File: src/aea_pkg.sv
// Constants and types shared by the absolute encoder alarm block
package aea_pkg;
  localparam int unsigned ADDR_W = 8;
  localparam logic [7:0] OFF_CTRL = 8'h00;
  localparam logic [7:0] OFF_STATUS = 8'h04;
  localparam logic [7:0] OFF_THR = 8'h08;
  localparam int unsigned CTRL_POS_MODE_BIT = 0;
  localparam int unsigned CTRL_ENC_MODE_BIT = 1;
  localparam int unsigned ST_CODE_LSB = 0;
  localparam int unsigned ST_LATCH_BIT = 8;
  localparam int unsigned ST_PSUM_BIT = 9;
  localparam int unsigned ST_PBATT_BIT = 10;
  localparam int unsigned ST_LIVE_LSB = 12;
  localparam logic [7:0] CODE_NONE = 8'h00;
  localparam logic [7:0] CODE_ENC = 8'h80;
  localparam logic [7:0] CODE_BKUP = 8'h81;
  localparam logic [7:0] CODE_SUM = 8'h82;
  localparam logic [7:0] CODE_BATT = 8'h83;
  localparam int unsigned BATT_THR_MV = 2800;
  localparam logic [15:0] THR_RESET = 16'(BATT_THR_MV);
  localparam logic [2:0] BOOT_CYC = 3'h4;
  localparam logic [1:0] RESP_OKAY = 2'h0;
  localparam logic [1:0] RESP_SLVERR = 2'h2;
  typedef enum logic {AEA_BOOT, AEA_RUN} aea_state_t;
endpackage

File: src/aea_alarm.sv
// Absolute encoder alarm detection, deferral, latching and reporting
// Functional notes
// - Encoder error: code 80, all outputs off
// - Back-up error: code 81, all outputs off
// - Sum-check error: code 82, all outputs off
// - Battery error: code 83, all outputs off
// - Back-up error needs supply, battery, capacitor failed
// - Sum-check while running first shows code 80
// - Code 82 only after sensor request/power cycle
// - Serial listener sees sum-check during operation
// - Battery error while running raises no alarm
// - Deferred battery alarm at sensor rise or power-on
// - Serial listener sees battery error during operation
// - Low or missing battery is battery error
// - Sensor toggle clears only in speed, bit 0
// - Output high means transistor conducting
//
// The address map and the AXI4-Lite slave port were left to the implementer.
`timescale 1ns/1ps
module aea_alarm (
  input wire logic clk_sys,
  input wire logic resetn,
  input wire logic [aea_pkg::ADDR_W-1:0] s_awaddr,
  input wire logic s_awvalid,
  output logic s_awready,
  input wire logic [31:0] s_wdata,
  input wire logic [3:0] s_wstrb,
  input wire logic s_wvalid,
  output logic s_wready,
  output logic [1:0] s_bresp,
  output logic s_bvalid,
  input wire logic s_bready,
  input wire logic [aea_pkg::ADDR_W-1:0] s_araddr,
  input wire logic s_arvalid,
  output logic s_arready,
  output logic [31:0] s_rdata,
  output logic [1:0] s_rresp,
  output logic s_rvalid,
  input wire logic s_rready,
  input wire logic enc_fault_in,
  input wire logic sum_fault_in,
  input wire logic supply_5v_ok,
  input wire logic battery_present,
  input wire logic [15:0] battery_mv,
  input wire logic capacitor_ok,
  input wire logic sensor_request_input,
  input wire logic serial_listen,
  output logic [7:0] display_code,
  output logic alarm_code_bit_one,
  output logic alarm_code_bit_two,
  output logic alarm_code_bit_three,
  output logic alarm_out,
  output logic [3:0] serial_status
);
  typedef struct packed {
    aea_pkg::aea_state_t st;
    logic [2:0] boot_cnt;
    logic latched;
    logic [7:0] code;
    logic pend_sum;
    logic pend_batt;
    logic sen_prev;
    logic sum_prev;
    logic pos_mode;
    logic enc_mode;
    logic [15:0] thr;
    logic [3:0] serial;
    logic [2:0] code_bits;
    logic alarm_on;
  } aea_alarm_t;
  aea_alarm_t r_q, r_d;

  logic [22:0] pins_s;
  logic enc_s, sum_s, s5_s, bpres_s, cap_s, sen_s, listen_s;
  logic [15:0] mv_s;
  logic batt_cond, bkup_cond, sen_rise, sum_new, clr_ok;
  logic wr_en, wr_ok, rd_ok;
  logic [aea_pkg::ADDR_W-1:0] wr_addr, rd_addr;
  logic [31:0] wr_data, rd_data;
  logic [3:0] wr_strb;

  // Three-bit output pattern for a display code; all encoder alarms drive every bit off
  function automatic logic [2:0] code_pattern(input logic [7:0] code);
    code_pattern = 3'h0;
    if (code == aea_pkg::CODE_NONE) begin
      code_pattern = 3'h0;
    end
  endfunction

  // Address decode, shared by the write and read paths
  function automatic logic mapped(input logic [aea_pkg::ADDR_W-1:0] a);
    mapped = (a == aea_pkg::OFF_CTRL) || (a == aea_pkg::OFF_STATUS) || (a == aea_pkg::OFF_THR);
  endfunction

  // Every pin passes two flops; battery voltage is assumed to be quasi-static
  aea_sync #(
    .W(23)
  ) u_sync (
    .clk_sys(clk_sys),
    .resetn(resetn),
    .d({enc_fault_in, sum_fault_in, supply_5v_ok, battery_present, capacitor_ok,
        sensor_request_input, serial_listen, battery_mv}),
    .q(pins_s)
  );
  assign {enc_s, sum_s, s5_s, bpres_s, cap_s, sen_s, listen_s, mv_s} = pins_s;

  aea_axil u_axil (
    .clk_sys(clk_sys),
    .resetn(resetn),
    .s_awaddr(s_awaddr),
    .s_awvalid(s_awvalid),
    .s_awready(s_awready),
    .s_wdata(s_wdata),
    .s_wstrb(s_wstrb),
    .s_wvalid(s_wvalid),
    .s_wready(s_wready),
    .s_bresp(s_bresp),
    .s_bvalid(s_bvalid),
    .s_bready(s_bready),
    .s_araddr(s_araddr),
    .s_arvalid(s_arvalid),
    .s_arready(s_arready),
    .s_rdata(s_rdata),
    .s_rresp(s_rresp),
    .s_rvalid(s_rvalid),
    .s_rready(s_rready),
    .wr_en(wr_en),
    .wr_addr(wr_addr),
    .wr_data(wr_data),
    .wr_strb(wr_strb),
    .wr_ok(wr_ok),
    .rd_addr(rd_addr),
    .rd_data(rd_data),
    .rd_ok(rd_ok)
  );

  // Fault conditions derived from the synchronised pins
  assign batt_cond = !bpres_s || (mv_s < r_q.thr);
  assign bkup_cond = !s5_s && batt_cond && !cap_s;
  assign sen_rise = sen_s && !r_q.sen_prev;
  assign sum_new = sum_s && !r_q.sum_prev;
  assign clr_ok = !r_q.pos_mode && !r_q.enc_mode;

  // Register read mux and write acceptance
  assign wr_ok = mapped(wr_addr);
  assign rd_ok = mapped(rd_addr);
  always_comb begin
    rd_data = 32'h0000_0000;
    if (rd_addr == aea_pkg::OFF_CTRL) begin
      rd_data[aea_pkg::CTRL_POS_MODE_BIT] = r_q.pos_mode;
      rd_data[aea_pkg::CTRL_ENC_MODE_BIT] = r_q.enc_mode;
    end else if (rd_addr == aea_pkg::OFF_STATUS) begin
      rd_data[aea_pkg::ST_CODE_LSB +: 8] = r_q.code;
      rd_data[aea_pkg::ST_LATCH_BIT] = r_q.latched;
      rd_data[aea_pkg::ST_PSUM_BIT] = r_q.pend_sum;
      rd_data[aea_pkg::ST_PBATT_BIT] = r_q.pend_batt;
      rd_data[aea_pkg::ST_LIVE_LSB +: 4] = {batt_cond, sum_s, bkup_cond, enc_s};
    end else if (rd_addr == aea_pkg::OFF_THR) begin
      rd_data[15:0] = r_q.thr;
    end
  end

  // Alarm state machine: clear step, deferred step, then live faults; each only latches into a free slot, so earlier sets win
  always_comb begin
    r_d = r_q;
    if (wr_en && wr_addr == aea_pkg::OFF_CTRL && wr_strb[0]) begin
      r_d.pos_mode = wr_data[aea_pkg::CTRL_POS_MODE_BIT];
      r_d.enc_mode = wr_data[aea_pkg::CTRL_ENC_MODE_BIT];
    end
    if (wr_en && wr_addr == aea_pkg::OFF_THR) begin
      if (wr_strb[0]) begin
        r_d.thr[7:0] = wr_data[7:0];
      end
      if (wr_strb[1]) begin
        r_d.thr[15:8] = wr_data[15:8];
      end
    end
    unique case (r_q.st)
      aea_pkg::AEA_BOOT: begin
        // Wait for the synchronisers to fill before judging the power-on state
        if (r_q.boot_cnt != aea_pkg::BOOT_CYC) begin
          r_d.boot_cnt = r_q.boot_cnt + 3'h1;
        end else begin
          r_d.st = aea_pkg::AEA_RUN;
          r_d.latched = 1'b1;
          if (bkup_cond) begin
            r_d.code = aea_pkg::CODE_BKUP;
          end else if (enc_s) begin
            r_d.code = aea_pkg::CODE_ENC;
          end else if (sum_s) begin
            r_d.code = aea_pkg::CODE_SUM;
          end else if (batt_cond) begin
            r_d.code = aea_pkg::CODE_BATT;
          end else begin
            r_d.latched = 1'b0;
          end
        end
      end
      aea_pkg::AEA_RUN: begin
        if (sen_rise) begin
          if (clr_ok) begin
            r_d.latched = 1'b0;
            r_d.code = aea_pkg::CODE_NONE;
          end
          // Deferred reports surface only once the slot is free
          if (!r_d.latched && (r_q.pend_sum || sum_s)) begin
            r_d.latched = 1'b1;
            r_d.code = aea_pkg::CODE_SUM;
            r_d.pend_sum = 1'b0;
          end else if (!r_d.latched && (r_q.pend_batt || batt_cond)) begin
            r_d.latched = 1'b1;
            r_d.code = aea_pkg::CODE_BATT;
            r_d.pend_batt = 1'b0;
          end
        end
        if (!r_d.latched && bkup_cond) begin
          r_d.latched = 1'b1;
          r_d.code = aea_pkg::CODE_BKUP;
        end else if (!r_d.latched && (enc_s || sum_new)) begin
          r_d.latched = 1'b1;
          r_d.code = aea_pkg::CODE_ENC;
        end
        if (sum_new) begin
          r_d.pend_sum = 1'b1;
        end
        if (batt_cond && !sen_rise) begin
          r_d.pend_batt = 1'b1;
        end
      end
    endcase
    r_d.sen_prev = sen_s;
    r_d.sum_prev = sum_s;
    // Live conditions stream to a host that is listening to serial data
    r_d.serial = listen_s ? {batt_cond, sum_s, bkup_cond, enc_s} : 4'h0;
    // Pins are active high: 1 turns the transistor on; summary is on while healthy
    r_d.code_bits = code_pattern(r_d.code);
    r_d.alarm_on = !r_d.latched;
  end

  always_ff @(posedge clk_sys or negedge resetn) begin
    if (!resetn) begin
      r_q <= '{st: aea_pkg::AEA_BOOT, thr: aea_pkg::THR_RESET, default: '0};
    end else begin
      r_q <= r_d;
    end
  end

  assign display_code = r_q.code;
  assign {alarm_code_bit_three, alarm_code_bit_two, alarm_code_bit_one} = r_q.code_bits;
  assign alarm_out = r_q.alarm_on;
  assign serial_status = r_q.serial;
endmodule

File: src/aea_sync.sv
// Two-flop synchroniser for pin inputs
`timescale 1ns/1ps
module aea_sync #(
  parameter int unsigned W = 1
) (
  input wire logic clk_sys,
  input wire logic resetn,
  input wire logic [W-1:0] d,
  output logic [W-1:0] q
);
  typedef struct packed {
    logic [W-1:0] s1;
    logic [W-1:0] s2;
  } aea_sync_t;
  aea_sync_t r_q, r_d;

  // First stage feeds only the second stage
  always_comb begin
    r_d.s1 = d;
    r_d.s2 = r_q.s1;
  end

  always_ff @(posedge clk_sys or negedge resetn) begin
    if (!resetn) begin
      r_q <= '0;
    end else begin
      r_q <= r_d;
    end
  end

  assign q = r_q.s2;
endmodule

File: src/aea_axil.sv
// AXI4-Lite slave front end: takes writes and reads, hands writes on as a strobe and reads as a live address
`timescale 1ns/1ps
module aea_axil (
  input wire logic clk_sys,
  input wire logic resetn,
  input wire logic [aea_pkg::ADDR_W-1:0] s_awaddr,
  input wire logic s_awvalid,
  output logic s_awready,
  input wire logic [31:0] s_wdata,
  input wire logic [3:0] s_wstrb,
  input wire logic s_wvalid,
  output logic s_wready,
  output logic [1:0] s_bresp,
  output logic s_bvalid,
  input wire logic s_bready,
  input wire logic [aea_pkg::ADDR_W-1:0] s_araddr,
  input wire logic s_arvalid,
  output logic s_arready,
  output logic [31:0] s_rdata,
  output logic [1:0] s_rresp,
  output logic s_rvalid,
  input wire logic s_rready,
  output logic wr_en,
  output logic [aea_pkg::ADDR_W-1:0] wr_addr,
  output logic [31:0] wr_data,
  output logic [3:0] wr_strb,
  input wire logic wr_ok,
  output logic [aea_pkg::ADDR_W-1:0] rd_addr,
  input wire logic [31:0] rd_data,
  input wire logic rd_ok
);
  typedef struct packed {
    logic aw_have;
    logic [aea_pkg::ADDR_W-1:0] awaddr;
    logic w_have;
    logic [31:0] wdata;
    logic [3:0] wstrb;
    logic bvalid;
    logic [1:0] bresp;
    logic rvalid;
    logic [31:0] rdata;
    logic [1:0] rresp;
  } aea_axil_t;
  aea_axil_t r_q, r_d;

  // Address and data may arrive in either order; no new write until the response leaves
  assign s_awready = !r_q.aw_have && !r_q.bvalid;
  assign s_wready = !r_q.w_have && !r_q.bvalid;
  assign s_arready = !r_q.rvalid;
  assign wr_en = r_q.aw_have && r_q.w_have;
  assign wr_addr = r_q.awaddr;
  assign wr_data = r_q.wdata;
  assign wr_strb = r_q.wstrb;
  assign rd_addr = s_araddr;

  always_comb begin
    r_d = r_q;
    if (s_awvalid && s_awready) begin
      r_d.aw_have = 1'b1;
      r_d.awaddr = s_awaddr;
    end
    if (s_wvalid && s_wready) begin
      r_d.w_have = 1'b1;
      r_d.wdata = s_wdata;
      r_d.wstrb = s_wstrb;
    end
    if (wr_en) begin
      r_d.aw_have = 1'b0;
      r_d.w_have = 1'b0;
      r_d.bvalid = 1'b1;
      r_d.bresp = wr_ok ? aea_pkg::RESP_OKAY : aea_pkg::RESP_SLVERR;
    end else if (r_q.bvalid && s_bready) begin
      r_d.bvalid = 1'b0;
    end
    // Read data is captured at the address handshake, unmapped reads return zero
    if (s_arvalid && s_arready) begin
      r_d.rvalid = 1'b1;
      r_d.rdata = rd_ok ? rd_data : 32'h0000_0000;
      r_d.rresp = rd_ok ? aea_pkg::RESP_OKAY : aea_pkg::RESP_SLVERR;
    end else if (r_q.rvalid && s_rready) begin
      r_d.rvalid = 1'b0;
    end
  end

  always_ff @(posedge clk_sys or negedge resetn) begin
    if (!resetn) begin
      r_q <= '0;
    end else begin
      r_q <= r_d;
    end
  end

  assign s_bvalid = r_q.bvalid;
  assign s_bresp = r_q.bresp;
  assign s_rvalid = r_q.rvalid;
  assign s_rdata = r_q.rdata;
  assign s_rresp = r_q.rresp;
endmodule

File: config.mk
export PLATFORM = sky130hd
export DESIGN_NAME = aea_alarm
export DESIGN_NICKNAME = d
export VERILOG_FILES = /design/src/aea_pkg.sv /design/src/aea_alarm.sv /design/src/aea_sync.sv /design/src/aea_axil.sv
export SDC_FILE = /design/constraint.sdc
export NUM_CORES = 1
export LEC_CHECK = 0
export BUFFER_PORTS_ARGS = -buffer_cell sky130_fd_sc_hd__clkbuf_2
export CORE_MARGIN = 10
export CORE_UTILIZATION = 57
export CTS_CLUSTER_DIAMETER = 150
export CTS_CLUSTER_SIZE = 16
export DETAILED_ROUTE_END_ITERATION = 16
export PLACE_DENSITY = 0.9
export SYNTH_ARGS = -nofsm -noshare
export SYNTH_HDL_FRONTEND = slang
export SYNTH_SLANG_ARGS = --single-unit
File: constraint.sdc
create_clock -name clk_sys -period 7.55 [get_ports clk_sys]
set_input_delay 0.3775 -clock clk_sys [delete_from_list [all_inputs] [get_ports clk_sys]]
set_output_delay 0.3775 -clock clk_sys [all_outputs]
set_load 0.01 [all_outputs]
Yosys cells after proc, flatten, opt, wreduce, memory -nomap -nowiden. Cells that the tools add are included.

Add/sub/neg operators: 1. $mul: 0. Divide/modulo/power cells: 0. Magnitude comparators: 1. Equal/unequal tests: 14. Shifts and indexed selects: 0. Mux-type cells: 45. Bitwise operators: 1. Reduce and logical (&&, ||, !) cells: 56.

Operator list (count): two-way mux 9 bit (9); two-way mux 37 bit (1); two-way mux 11 bit (3); two-way mux 16 bit (2); two-way mux 8 bit (4); logical AND 1 bit (21); one-hot mux 9 bit (2 select lines) (1); two-way mux 1 bit (17); equality test 8 x 3 -> 1 bit (second input constant) (2); equality test 8 x 4 -> 1 bit (second input constant) (2); logical NOT 8 bit (2); < comparator 16 bit (1); logical NOT 1 bit (15); two-way mux 14 bit (1); two-way mux 4 bit (3); != test 3 x 1 -> 1 bit (second input constant) (4); logical OR 1 bit (8); AND reduction 4 bit (2); nonzero test 2 bit (4); two-way mux 2 bit (3); != test 6 x 1 -> 1 bit (second input constant) (1); AND reduction 2 bit (3); != test 5 x 3 -> 1 bit (second input constant) (1); != test 4 x 1 -> 1 bit (second input constant) (1); other kinds (7) (7).

Bits in registers: 170. Latch bits: 0. RAM bits: 0. Bits in read-only memories: 0. Input port bits: 82. Word-level logic and storage cells: 144. Memories kept: 0.

Longest topological paths before layout. Gate-level depths: netlist of run 1.

Depth after elaboration: 17. Mapped depth: 10. Mapped depth without buffers: 10.

By module. A second synthesis of run 1 with hierarchy kept.

Cells, all modules: 610. Area, all modules: 7556.0 µm².

By module, submodules not included: aea_axil (instances 1, cells each 341, area an instance 4111.4 µm², sequential area each 2052.0 µm²); aea_alarm (instances 1, cells each 223, area an instance 2293.4 µm², sequential area each 883.3 µm²); aea_sync (instances 1, cells each 46, area an instance 1151.1 µm², sequential area each 1151.1 µm²).

Worst setup path before layout of run 1. OpenSTA, ideal clock, no wires.

Path type: register to register. Start point: reg r_q[17] in the netlist's numbering. End point: reg r_q, in the netlist display_code[0]. Arrival: 2.743 ns. Data required time: 7.425 ns. Setup slack: 4.681 ns. Cell stages (with the launch flop): 11. Period minus slack after synthesis: 2.869 ns. Cell sequence: dfstp_2 -> inv_1 -> ha_1 -> a21oi_1 -> nor3_1 -> or4_1 -> o31ai_2 -> and2_4 -> o32a_2 -> o221ai_4 -> mux2_4.

Longest elaborated chain between the ends: 13.

RTL lines: start: declaration (line aea_alarm.sv:71) `aea_alarm_t r_q, r_d;`; start signal: assignment (line aea_alarm.sv:244) `r_q <= r_d;`; < comparator 16 bit (*) (line aea_alarm.sv:138) `assign batt_cond = !bpres_s || (mv_s < r_q.thr);`; logical OR 1 bit (*) (line aea_alarm.sv:138); logical OR 1 bit (line aea_alarm.sv:210) `end else if (!r_d.latched && (r_q.pend_batt || batt_cond)) begin`; logical AND 1 bit (line aea_alarm.sv:210); two-way mux 9 bit (line aea_alarm.sv:210); two-way mux 9 bit (line aea_alarm.sv:206) `if (!r_d.latched && (r_q.pend_sum || sum_s)) begin`; two-way mux 11 bit (line aea_alarm.sv:200) `if (sen_rise) begin`; two-way mux 11 bit (line aea_alarm.sv:178) `unique case (r_q.st)`; logical NOT 1 bit (line aea_alarm.sv:216, aea_alarm.sv:219); logical AND 1 bit (line aea_alarm.sv:219) `end else if (!r_d.latched && (enc_s || sum_new)) begin`; two-way mux 9 bit (line aea_alarm.sv:219); two-way mux 9 bit (line aea_alarm.sv:216) `if (!r_d.latched && bkup_cond) begin`; one-hot mux 9 bit (2 select lines) (line aea_alarm.sv:178).

Every way passes the cells marked *; elsewhere a longest branch is shown, timed or not. The select of a mux whose other input is x is not followed. A chain may end at the register's enable or synchronous reset.

Final worst setup path of run 1. Same ends and word-level chain as after synthesis.

==> results of run 1 <==
[cells in the final DEF (no fill, tap or decap), types with 2 or more instances in the layout]
master and n:
sky130_fd_sc_hd__xnor2_1 2, sky130_fd_sc_hd__a21oi_1 11, sky130_fd_sc_hd__nand4_1 3, sky130_fd_sc_hd__nor4_1 4, sky130_fd_sc_hd__clkinvlp_4 3, sky130_fd_sc_hd__mux2_4 2
sky130_fd_sc_hd__clkbuf_16 16, sky130_fd_sc_hd__bufinv_16 4, sky130_fd_sc_hd__o21ai_0 16, sky130_fd_sc_hd__mux2_2 45, sky130_fd_sc_hd__nand3_1 3, sky130_fd_sc_hd__clkinv_4 4
sky130_fd_sc_hd__buf_4 2, sky130_fd_sc_hd__a22oi_1 8, sky130_fd_sc_hd__a32o_1 2, sky130_fd_sc_hd__nor2_1 15, sky130_fd_sc_hd__dfstp_2 6, sky130_fd_sc_hd__a22o_1 6
sky130_fd_sc_hd__o21bai_1 2, sky130_fd_sc_hd__nor3_1 2, sky130_fd_sc_hd__and2_1 4, sky130_fd_sc_hd__ha_1 17, sky130_fd_sc_hd__clkbuf_2 93, sky130_fd_sc_hd__inv_6 3
sky130_fd_sc_hd__inv_1 27, sky130_fd_sc_hd__dlygate4sd3_1 24, sky130_fd_sc_hd__o31ai_1 6, sky130_fd_sc_hd__mux2i_1 2, sky130_fd_sc_hd__nand2_1 28, sky130_fd_sc_hd__a21o_1 2
sky130_fd_sc_hd__nor2b_1 3, sky130_fd_sc_hd__conb_1 26, sky130_fd_sc_hd__dfrtp_1 123
[stage by stage]
step	hold slack (ns)	setup WS, ns	std cells
floorplan	0.0819	4.68	445
global placement	0.334	4.33	592
detailed placement	0.335	4.27	592
CTS	0.0480	4.19	648
global route	0.0474	4.04	648
finish	0.0515	4.17	648
[flip-flops by register name, summed over array words and instances (netlist names)]
name             cells
r_q                 27
u_sync.q            23
u_sync.r_d          23
u_axil.s_rdata      16
u_axil.wr_data      16
u_axil.wr_addr       8
serial_status        4
display_code         3
u_axil.r_q           2
u_axil.wr_strb       2
alarm_out            1
u_axil.s_bresp       1
u_axil.s_bvalid      1
u_axil.s_rresp       1
u_axil.s_rvalid      1
[final timing paths]
path | slack [ns] | cells past startpoint | from | endpoint
max in group asynchronous | 5.74 | 3 | resetn | r_q[23]
worst min register to register | 0.35 | 0 | u_sync.r_d[22] | u_sync.q[22]
min in group asynchronous | 0.41 | 2 | resetn | u_axil.s_rvalid
worst max register to register | 4.17 | 10 | r_q[17] | display_code[0]
worst max-delay path | 4.17 | 10 | r_q[17] | display_code[0]
worst min-delay path | 0.05 | 2 | s_rready | u_axil.s_rvalid
[Yosys cell counts (8+ instances only)]
master,n
sky130_fd_sc_hd__dfrtp_1,123
sky130_fd_sc_hd__mux2_2,45
sky130_fd_sc_hd__o21ai_0,16
sky130_fd_sc_hd__nor2_1,15
sky130_fd_sc_hd__buf_4,51
sky130_fd_sc_hd__nand2_1,28
sky130_fd_sc_hd__a22oi_1,8
sky130_fd_sc_hd__inv_1,27
sky130_fd_sc_hd__clkbuf_1,8
sky130_fd_sc_hd__ha_1,17
sky130_fd_sc_hd__a21oi_1,11
[cell families after synthesis]
kind of cell               count (synthesis)  share of synthesized area (%)
DFF                                      129                           60.1
buffers and inverters                     86                           9.55
and+or+nand+nor                           73                           6.74
AOI/OAI and AO/OA                         63                           8.90
muxes                                     49                           10.3
adders and majority gates                 17                           3.95
xor gates and xnor gates                   2                          0.325
other                                      1                         0.0697
[layer usage]
metal  share of wire [%]  routed length (um)  track usage [%]
met5                   0                   0                0
met1                  38                4490             19.7
met2                  51                6030             31.0
met3                 8.9                1040             6.37
met4                 1.3                 158             5.35
[critical path: stages, from the launching register on]
cell and delay, ns:
sky130_fd_sc_hd__dfstp_2 0.56, sky130_fd_sc_hd__inv_1 0.06, sky130_fd_sc_hd__ha_1 0.31, sky130_fd_sc_hd__a21oi_1 0.19, sky130_fd_sc_hd__nor3_1 0.07, sky130_fd_sc_hd__or4_1 0.53, sky130_fd_sc_hd__o31ai_2 0.60, sky130_fd_sc_hd__nor4_1 0.17
sky130_fd_sc_hd__o32a_2 0.25, sky130_fd_sc_hd__o221ai_4 0.20, sky130_fd_sc_hd__mux2_4 0.32
[power breakdown]
| part | switching, mW | internal, mW |
|---|---|---|
| Clock | 0.307 | 0.540 |
| Combinational | 0.146 | 0.153 |
| Sequential | 0.0804 | 0.810 |
| Total | 0.533 | 1.50 |
[cell type report]
class                           count  area (um^2)  area share, %
Multi-Input combinational cell    230         1730           26.4
Clock buffer                       17          414           6.33
Tap cell                          111          139           2.12
Timing Repair Buffer              119          721           11.0
Clock inverter                     15          209           3.19
Sequential cell                   129         3240           49.4
Inverter                           27          101           1.55
==> metrics.log, run 1 <==
INFO  metric status = completed
INFO  metric post_cts.resized_instances = 0
INFO  metric post_synth_main_area_contributors = sky130_fd_sc_hd__dfrtp_1 (57%), sky130_fd_sc_hd__mux2_2 (9.4%), sky130_fd_sc_hd__buf_4 (7.1%)
INFO  metric critPathCaptureType = register
INFO  metric report.final.hold_viol_count = 0
INFO  metric setup_tns = 0 ns
INFO  metric clock-skew-final = 0.00708 ns
INFO  metric fp.dieW = between 100 and 150 um
INFO  metric grt_start_max_net_pins = 84
INFO  metric avgSynthCellArea = 12.8 um^2
INFO  metric timing.slew.headroom = about 32%
INFO  metric synthArstFlopShare = between 90% and 100%
INFO  metric antennaDiodeCount = 0
INFO  metric critical_path.max_fanout = 9
INFO  metric htreeDepth = 4
INFO  metric static-leakage-power = a little over 3 nW
INFO  metric critPathLaunchType = register
INFO  metric grt.overflow.total = 0
INFO  metric timing.final.crit_period = 3.38 ns
INFO  metric dpl.hpwl = 8090 um
INFO  metric cts.sink_count = 129
INFO  metric grt_setup_unrepaired = false
INFO  metric power.total = 2.04 mW
INFO  metric number_of_buffers_inserted_by_post_cts_setup_repair = 0
INFO  metric nNetsFinal = 623
INFO  metric slew_violations = 0
INFO  metric cellPowerDensity = 311 nW/um^2
INFO  metric num_vias = 3,411
INFO  metric first_pass_iters = 4
INFO  metric final_core_occ = 71.2%
INFO  metric synth_area = between 5000 and 6000 um^2
INFO  metric globalRouteTotalUtil = 17.7%
INFO  metric clkTransAtPathRegs = 0.06 ns
INFO  metric grt_first_pass_wirelength = 18,600 um
INFO  metric syn_to_final_growth = 21.6%
INFO  metric setup_viol = 0
INFO  metric number_of_filler_cells_placed_in_the_layout = 593
INFO  metric main_synth_ff_type = sky130_fd_sc_hd__dfrtp_1
INFO  metric die_area = 13,700 um^2
INFO  metric yosys_reg_bits = 129
INFO  metric netlist-cell-type-count = 48
INFO  metric wire_per_inst = 18.1 um
INFO  metric die-height = 117 um
INFO  metric numCtsBuffers = 17
INFO  metric route.antenna.remaining_nets = 0
INFO  metric min_path_type = primary input to register
INFO  metric clockRootBuffer = sky130_fd_sc_hd__clkbuf_8
INFO  metric finalCritPeriodShare = 44.8%
INFO  metric drc = 0
INFO  metric placedInstanceArea = 5680 um^2
INFO  metric hold_buffer_count_at_cts = 24
INFO  metric core_region_area = 9200 um^2
INFO  metric yosysTopAreaCell = sky130_fd_sc_hd__dfrtp_1
INFO  metric netlist.area_leader.share = about 57%
INFO  metric ys_warn_count = 0
INFO  metric routed_via_density = 5.26
INFO  metric port_buffers = 94
INFO  metric worst_ir_drop_vdd = 0.202 mV
INFO  metric number_of_antenna_violations_at_the_first_check_in_global_routing = 0
INFO  metric crit_arrival = 3.77 ns
INFO  metric sequential_fraction_of_the_synthesis_area = between 60% and 70%
INFO  metric timing_worst_slew_pin_value = ~1.0 ns
INFO  metric detail_route.wirelength = about 12,000 um
INFO  metric synth_edf_count = 0
INFO  metric floorplan.initialDensity = 58.5%
INFO  metric worst-setup-path-type = register to register
INFO  metric drt_iter0_drc = 170
INFO  metric placementRows = 35
INFO  metric maxClockFrequency = 296 MHz
INFO  metric layout-drive-gt1-share = 35.9%
INFO  metric clockBufferDepth = 2
INFO  metric synthesis.instances = 420
INFO  metric cp_data_required_time = 7.94 ns
INFO  metric clock_latency = around 0.51 ns
INFO  metric pin_count = 139
INFO  metric via_count_of_the_first_global_routing_pass = 3,723
INFO  metric place_congestion = 0.878
INFO  metric post-route-cell-area = around 6500 um^2
INFO  metric tritoncts = yes
INFO  metric maxCapViolCount = 0
No activity file was read; power rests on OpenSTA's default activity.
==> run 2, diff against run 1 <==
Settings changed: CORE_UTILIZATION 57 to 48, PLACE_DENSITY 0.9 to 0.81.
Clock period 7.55 ns to 3 ns, I/O delays scaled along.
==> run 2 against run 1 <==
Maximum frequency grew 16%. Largest cell class unchanged. Global-route usage shrank 2.0 points. Via count grew 4.1%. Worst hold slack gained 0.0065 ns. Design area grew 7.7%. Count of clock-buffer cells in the layout grew 6. Worst setup slack lost 4.1 ns. Flip-flop and latch count is the same. Register-to-register slack lost 4.1 ns. Clock skew grew 0.0014 ns. Clock power grew 140%.
==> metrics.log, run 2 (synthesis gave the netlist of run 1 again) <==
INFO  metric wire_per_inst = 17.0 um
INFO  metric dr_wl_met2 = 6270 um
INFO  metric detail_route.wirelength = 12,300 um
INFO  metric r2r_cells = 12
INFO  metric seqCellArea = 3240 um^2
INFO  metric power_report.internal_total = 3.80 mW
INFO  metric globalRouteTotalUtil = 15.7%
INFO  metric maxClockFrequency = 342 MHz
INFO  metric static-leakage-power = approximately 3.3 nW
INFO  metric final_core_occ = 64.7%
INFO  metric antennaDiodeCount = 0
INFO  metric nNetsFinal = about 670
INFO  metric cellPowerDensity = 724 nW/um^2
INFO  metric cts.sink_count = approximately 130
INFO  metric htreeDepth = 4
INFO  metric finalCritPeriodShare = 97.6%
INFO  metric placementRows = 38
INFO  metric layout-drive-gt1-share = 36.7%
INFO  metric placedInstanceArea = 5820 um^2
INFO  metric sequentialPowerShare = 43.8%
INFO  metric placement.setup.worst_slack = -0.0262 ns
INFO  metric setup_slack_of_the_critical_path_after_layout = 0.0732 ns
INFO  metric switchingPower = about 1.3 mW
INFO  metric grt_setup_unrepaired = true
INFO  metric largest_reg_flops = 27
INFO  metric fp.dieW = roughly 130 um
INFO  metric die_area = 15,800 um^2
INFO  metric floorplan.initialDensity = between 40% and 50%
INFO  metric crit_arrival = 3.32 ns
INFO  metric final.hold.worst_slack = ~0.058 ns
INFO  metric syn_to_final_growth = 30.9%
INFO  metric crit_path_max_incr_delay = approximately 0.54 ns
INFO  metric placed_cells = about 630
INFO  metric cp_data_required_time = 3.39 ns
INFO  metric grt.overflow.total = 0
INFO  metric worst_ir_drop_vdd = between 0.4 and 0.5 mV
INFO  metric pin_count = 139
INFO  metric post-route-cell-area = 7050 um^2
INFO  metric number_of_antenna_violations_at_the_first_check_in_global_routing = 0
INFO  metric slew_violations = 0
INFO  metric drc = 0
INFO  metric power.total = 5.10 mW
INFO  metric max_flop_register = r_q
INFO  metric cp_cell_sequence = inv_2 > ha_4 > nand2_2 > or3_4 > a2111oi_4 > o31ai_2 > buf_4 > and2_4 > buf_4 > a22o_2 > a32o_2 > mux2_4
INFO  metric place_congestion = between 0.8 and 0.9
INFO  metric most-common-layout-cells = sky130_fd_sc_hd__dfrtp_1 (123), sky130_fd_sc_hd__clkbuf_2 (93), sky130_fd_sc_hd__dlygate4sd3_1 (54)
INFO  metric clkTransAtPathRegs = 0.06 ns
INFO  metric p_sw_share = 25.6%
INFO  metric drt_iter0_drc = 215
INFO  metric detail_route.wirelength.met1 = approximately 5000 um
INFO  metric grt_first_pass_wirelength = about 20,000 um
INFO  metric tritoncts = yes
INFO  metric status = completed
INFO  metric route.antenna.remaining_nets = 0
INFO  metric multi_input_gate_area = 1820 um^2
INFO  metric routed_via_density = a little under 5
INFO  metric numCtsBuffers = 17
INFO  metric crit_path_top_delay_cell = sky130_fd_sc_hd__dfstp_2
INFO  metric port_buffers = 94
INFO  metric core_region_area = 10,900 um^2
INFO  metric min_delay_path_depth = 4
INFO  metric number_of_filler_cells_placed_in_the_layout = 751
INFO  metric timing.slew.headroom = between 50% and 60%
INFO  metric min_path_type = primary input to register
INFO  metric power.combinational.fraction = 16.5%
INFO  metric maxUsedRoutingLayer = met4
INFO  metric clockRootBuffer = sky130_fd_sc_hd__clkbuf_8
INFO  metric critPathLaunchType = register
INFO  metric clockBufferDepth = 2
INFO  metric clock-skew-final = 0.00851 ns
INFO  metric via_count_of_the_first_global_routing_pass = 3,999
INFO  metric dpl.hpwl = 8460 um
INFO  metric post_layout_nonfiller_instances = 721
INFO  metric maxCapViolCount = 0
INFO  metric worst-setup-path-type = register to register
INFO  metric die-height = 126 um
INFO  metric pwr-share-clk = 39.6%
INFO  metric setup_viol = 0
INFO  metric met3_routed_wl = 960 um
INFO  metric mostFrequentLayoutCell = sky130_fd_sc_hd__dfrtp_1
INFO  metric clock_latency = 0.51 ns
INFO  metric timing.final.crit_period = a little under 3 ns
INFO  metric num_vias = approximately 3,600
INFO  metric critPathCaptureType = register
INFO  metric critical_path.max_fanout = 6
INFO  metric grt_start_max_net_pins = 49
INFO  metric critical_path.most_common_cell = sky130_fd_sc_hd__buf_4
INFO  metric report.final.hold_viol_count = 0
INFO  metric timing_worst_slew_pin_value = between 0.6 and 0.7 ns
INFO  metric setup_tns = 0 ns
INFO  metric first_pass_iters = 4
run 2: per-layer routing:
layer	vias to the layer above	track usage [%]
li1	1659	-
met1	1743	18.3
met2	136	26.0
met3	13	5.87
met4	0	5.69
met5	-	0
run 2: power groups by stage:
stage | Clock [mW] | Combinational [mW] | Sequential [mW]
detailed placement | 0 | 0.748 | 2.25
finish | 2.02 | 0.844 | 2.24
floorplan | 0 | 0.555 | 2.19
global placement | 0 | 0.712 | 2.23
CTS | 2.05 | 0.815 | 2.23
global route | 2.14 | 0.937 | 2.27
run 2: final cells by class:
class	count	share of cell area, %
flip-flops and latches	129	45.9
multi-input cells	230	25.8
repair buffers	163	16.0
clock buffers	23	6.48
well taps	140	2.49
clock inverters	9	1.86
inverters	27	1.44
run 2: path summary, 6_finish.rpt:
| check | start | slack, ns | end |
|---|---|---|---|
| setup / recovery | r_q[17] | 0.07 | display_code[0] |
| hold / removal | s_araddr[0] | 0.06 | u_axil.s_rdata[15] |
| setup reg to reg | r_q[17] | 0.07 | display_code[0] |
| hold reg to reg | u_sync.r_d[20] | 0.35 | u_sync.q[20] |
| max in group asynchronous | resetn | 1.97 | u_axil.s_bvalid |
| min in group asynchronous | resetn | 0.19 | u_sync.r_d[4] |
run 2: what timing repair did:
action	4_1_cts	5_1_grt
hold buffers	54	0
buffers inserted	0	1
endpoints found under the setup margin	2	2
cloned	0	0
pin swaps	3	3
resized for setup	3	9
endpoints found under the hold margin	94	0
run 2: critical path, delay by kind of cell, from the launching register on:
| family | cells | cell delay [ns] |
|---|---|---|
| AO/OA/AOI/OAI | 4 | 0.79 |
| adder cells (fa/ha/maj) | 1 | 0.27 |
| buffers and inverters | 3 | 0.34 |
| flip-flops | 1 | 0.54 |
| multiplexers | 1 | 0.26 |
| AND/OR/NAND/NOR | 3 | 0.60 |
==> run 3, diff against run 2 <==
Settings changed: PLACE_DENSITY 0.81 to 0.87.
==> run 3 against run 2 <==
Clock power up 4%. Largest power group unchanged. Sequential power about the same. Total power up 2.2%. Count of clock-buffer cells in the layout down 4. Wire length up 8.9%. Flip-flop and latch count unchanged. Critical endpoint is now display_code[1]. Via count up 4.1%. Largest cell class unchanged. Register-to-register slack worse by 0.03 ns.
==> metrics.log, run 3 (synthesis gave the netlist of run 1 again) <==
INFO  metric finalCritPeriodShare = between 90% and 100%
INFO  metric timing.final.crit_period = 2.96 ns
INFO  metric pin_count = 139
INFO  metric cp_top_family = compound AO/OA/AOI/OAI gates
INFO  metric timing.slew.headroom = around 33%
INFO  metric detail_route.wirelength = 13,400 um
INFO  metric drc = 0
INFO  metric crit_path_max_incr_delay = roughly 0.53 ns
INFO  metric setup_viol = 0
INFO  metric setup_tns = 0 ns
INFO  metric maxCapViolCount = 0
INFO  metric worst-setup-path-type = register to register
INFO  metric mostFrequentLayoutCell = sky130_fd_sc_hd__dfrtp_1
INFO  metric die-height = 126 um
INFO  metric core_region_area = about 11,000 um^2
INFO  metric largest_reg_flops = 27
INFO  metric num_vias = 3,697
INFO  metric layout-drive-gt1-share = between 30% and 40%
INFO  metric cp.buffers_inverters = 2
INFO  metric placement.setup.worst_slack = -0.0683 ns
INFO  metric number_of_filler_cells_placed_in_the_layout = between 700 and 800
INFO  metric grt_start_max_net_pins = 57
INFO  metric wire_per_inst = 18.5 um
INFO  metric worst_ir_drop_vdd = 0.494 mV
INFO  metric clockBufferDepth = 2
INFO  metric crit_path_top_delay_cell = sky130_fd_sc_hd__dfstp_2
INFO  metric nNetsFinal = 668
INFO  metric static-leakage-power = ~3.3 nW
INFO  metric crit_arrival = 3.36 ns
INFO  metric placed_cells = 633
INFO  metric die_area = 15,800 um^2
INFO  metric maxClockFrequency = 338 MHz
INFO  metric port_buffers = 94
INFO  metric report.final.hold_viol_count = 0
INFO  metric grt_setup_unrepaired = true
INFO  metric clock_latency = 0.52 ns
INFO  metric grt_first_pass_wirelength = 21,200 um
INFO  metric status = completed
INFO  metric via_count_of_the_first_global_routing_pass = 4,097
INFO  metric cts.sink_count = 129
INFO  metric routed_via_density = a little over 5
INFO  metric tritoncts = yes
INFO  metric fp.dieW = 126 um
INFO  metric floorplan.initialDensity = 49.4%
INFO  metric drt_iter0_drc = 158
INFO  metric slew_violations = 0
INFO  metric number_of_antenna_violations_at_the_first_check_in_global_routing = 0
INFO  metric min_path_type = primary input to register
INFO  metric critical_path.max_fanout = 5
INFO  metric numCtsBuffers = 17
INFO  metric setup_slack_of_the_critical_path_after_layout = 0.0415 ns
INFO  metric globalRouteTotalUtil = 16.6%
INFO  metric critPathLaunchType = register
INFO  metric placementRows = 38
INFO  metric cellPowerDensity = 738 nW/um^2
INFO  metric place_congestion = ~0.87
INFO  metric first_pass_iters = 5
INFO  metric dpl.hpwl = 8730 um
INFO  metric max_flop_register = r_q
INFO  metric timing_worst_slew_pin_value = roughly 1.0 ns
INFO  metric syn_to_final_growth = 31.4%
INFO  metric antennaDiodeCount = 0
INFO  metric post_layout_nonfiller_instances = between 700 and 800
INFO  metric htreeDepth = 4
INFO  metric clockRootBuffer = sky130_fd_sc_hd__clkbuf_8
INFO  metric cp_data_required_time = between 3 and 4 ns
INFO  metric cp_cell_sequence = inv_2 > ha_4 > nand2_2 > or3_4 > a2111oi_4 > o31ai_2 > buf_4 > and2_4 > o32a_4 > o221ai_4 > mux2_4
INFO  metric clkTransAtPathRegs = 0.06 ns
INFO  metric critPathCaptureType = register
INFO  metric grt.overflow.total = 0
INFO  metric clock-skew-final = 0.0110 ns
INFO  metric most-common-layout-cells = sky130_fd_sc_hd__dfrtp_1 (123), sky130_fd_sc_hd__clkbuf_2 (93), sky130_fd_sc_hd__dlygate4sd3_1 (53)
INFO  metric route.antenna.remaining_nets = 0
==> run 3: changes by cell type in the layout (fill, tap and decap cells not counted), sizes merged <==
cell	previous run	this run
buf	16	18
inv	27	28
bufinv	3	4
clkbuf	116	112
dlygate4sd3	54	53
clkinv	3	5
==> run 3: power breakdown <==
part / internal (mW) / switching [mW]
logic: 0.454 / 0.416
registers: 2.04 / 0.207
clock network: 1.35 / 0.751
==> run 3: tightest hold or removal path, stage by stage <==
cell                       delay, ns
sky130_fd_sc_hd__clkbuf_2       0.09
sky130_fd_sc_hd__nand4_1        0.14
sky130_fd_sc_hd__o21ai_0        0.10
==> run 3: layer usage <==
| layer | GRT usage, % | vias up | routed length, um |
|---|---|---|---|
| met5 | 0 | - | 0 |
| met4 | 5.96 | 0 | 289 |
| met3 | 5.83 | 31 | 981 |
| met2 | 28.8 | 177 | 6940 |
| met1 | 18.5 | 1822 | 5180 |
| li1 | - | 1667 | - |
==> run 3: repair_timing <==
action                     in CTS  in global routing
hold endpoints to repair      102                  0
gates resized for setup         5                  9
setup buffers                   1                  3
hold buffers                   53                  0
pin swaps                       3                  2
setup endpoints to repair       2                  2
==> run 3: final timing paths <==
kind,cells past startpoint,slack [ns],startpoint,to
max,11,0.04,r_q[17],display_code[1]
min,3,0.01,s_arvalid,u_axil.s_rdata[15]
max reg2reg,11,0.04,r_q[17],display_code[1]
min reg2reg,0,0.35,u_sync.r_d[7],u_sync.q[7]
max in group asynchronous,3,1.90,resetn,serial_status[3]
min in group asynchronous,2,0.22,resetn,u_axil.wr_data[15]
==> run 3: layout make-up <==
| class | instances | area [um^2] | area share (%) |
|---|---|---|---|
| flip-flops and latches | 129 | 3240 | 45.7 |
| inverters | 27 | 101 | 1.43 |
| clock buffers | 19 | 422 | 5.96 |
| multi-input cells | 230 | 1820 | 25.7 |
| clock inverters | 13 | 188 | 2.65 |
| repair buffers | 164 | 1130 | 16.0 |
| well taps | 140 | 175 | 2.48 |
==> run 3: through the flow <==
stage / util (%) / total power [mW] / hold WS, ns / instance area [um^2]
detailed placement: 53.4 / 3.00 / 0.238 / 5810
global route: 65.0 / 5.43 / 0.0519 / 7070
finish: 65.0 / 5.22 / 0.0146 / 7070
global placement: 53.4 / 2.94 / 0.222 / 5810
floorplan: - / 2.74 / -0.146 / 5480
CTS: 64.2 / 5.16 / 0.0224 / 7000
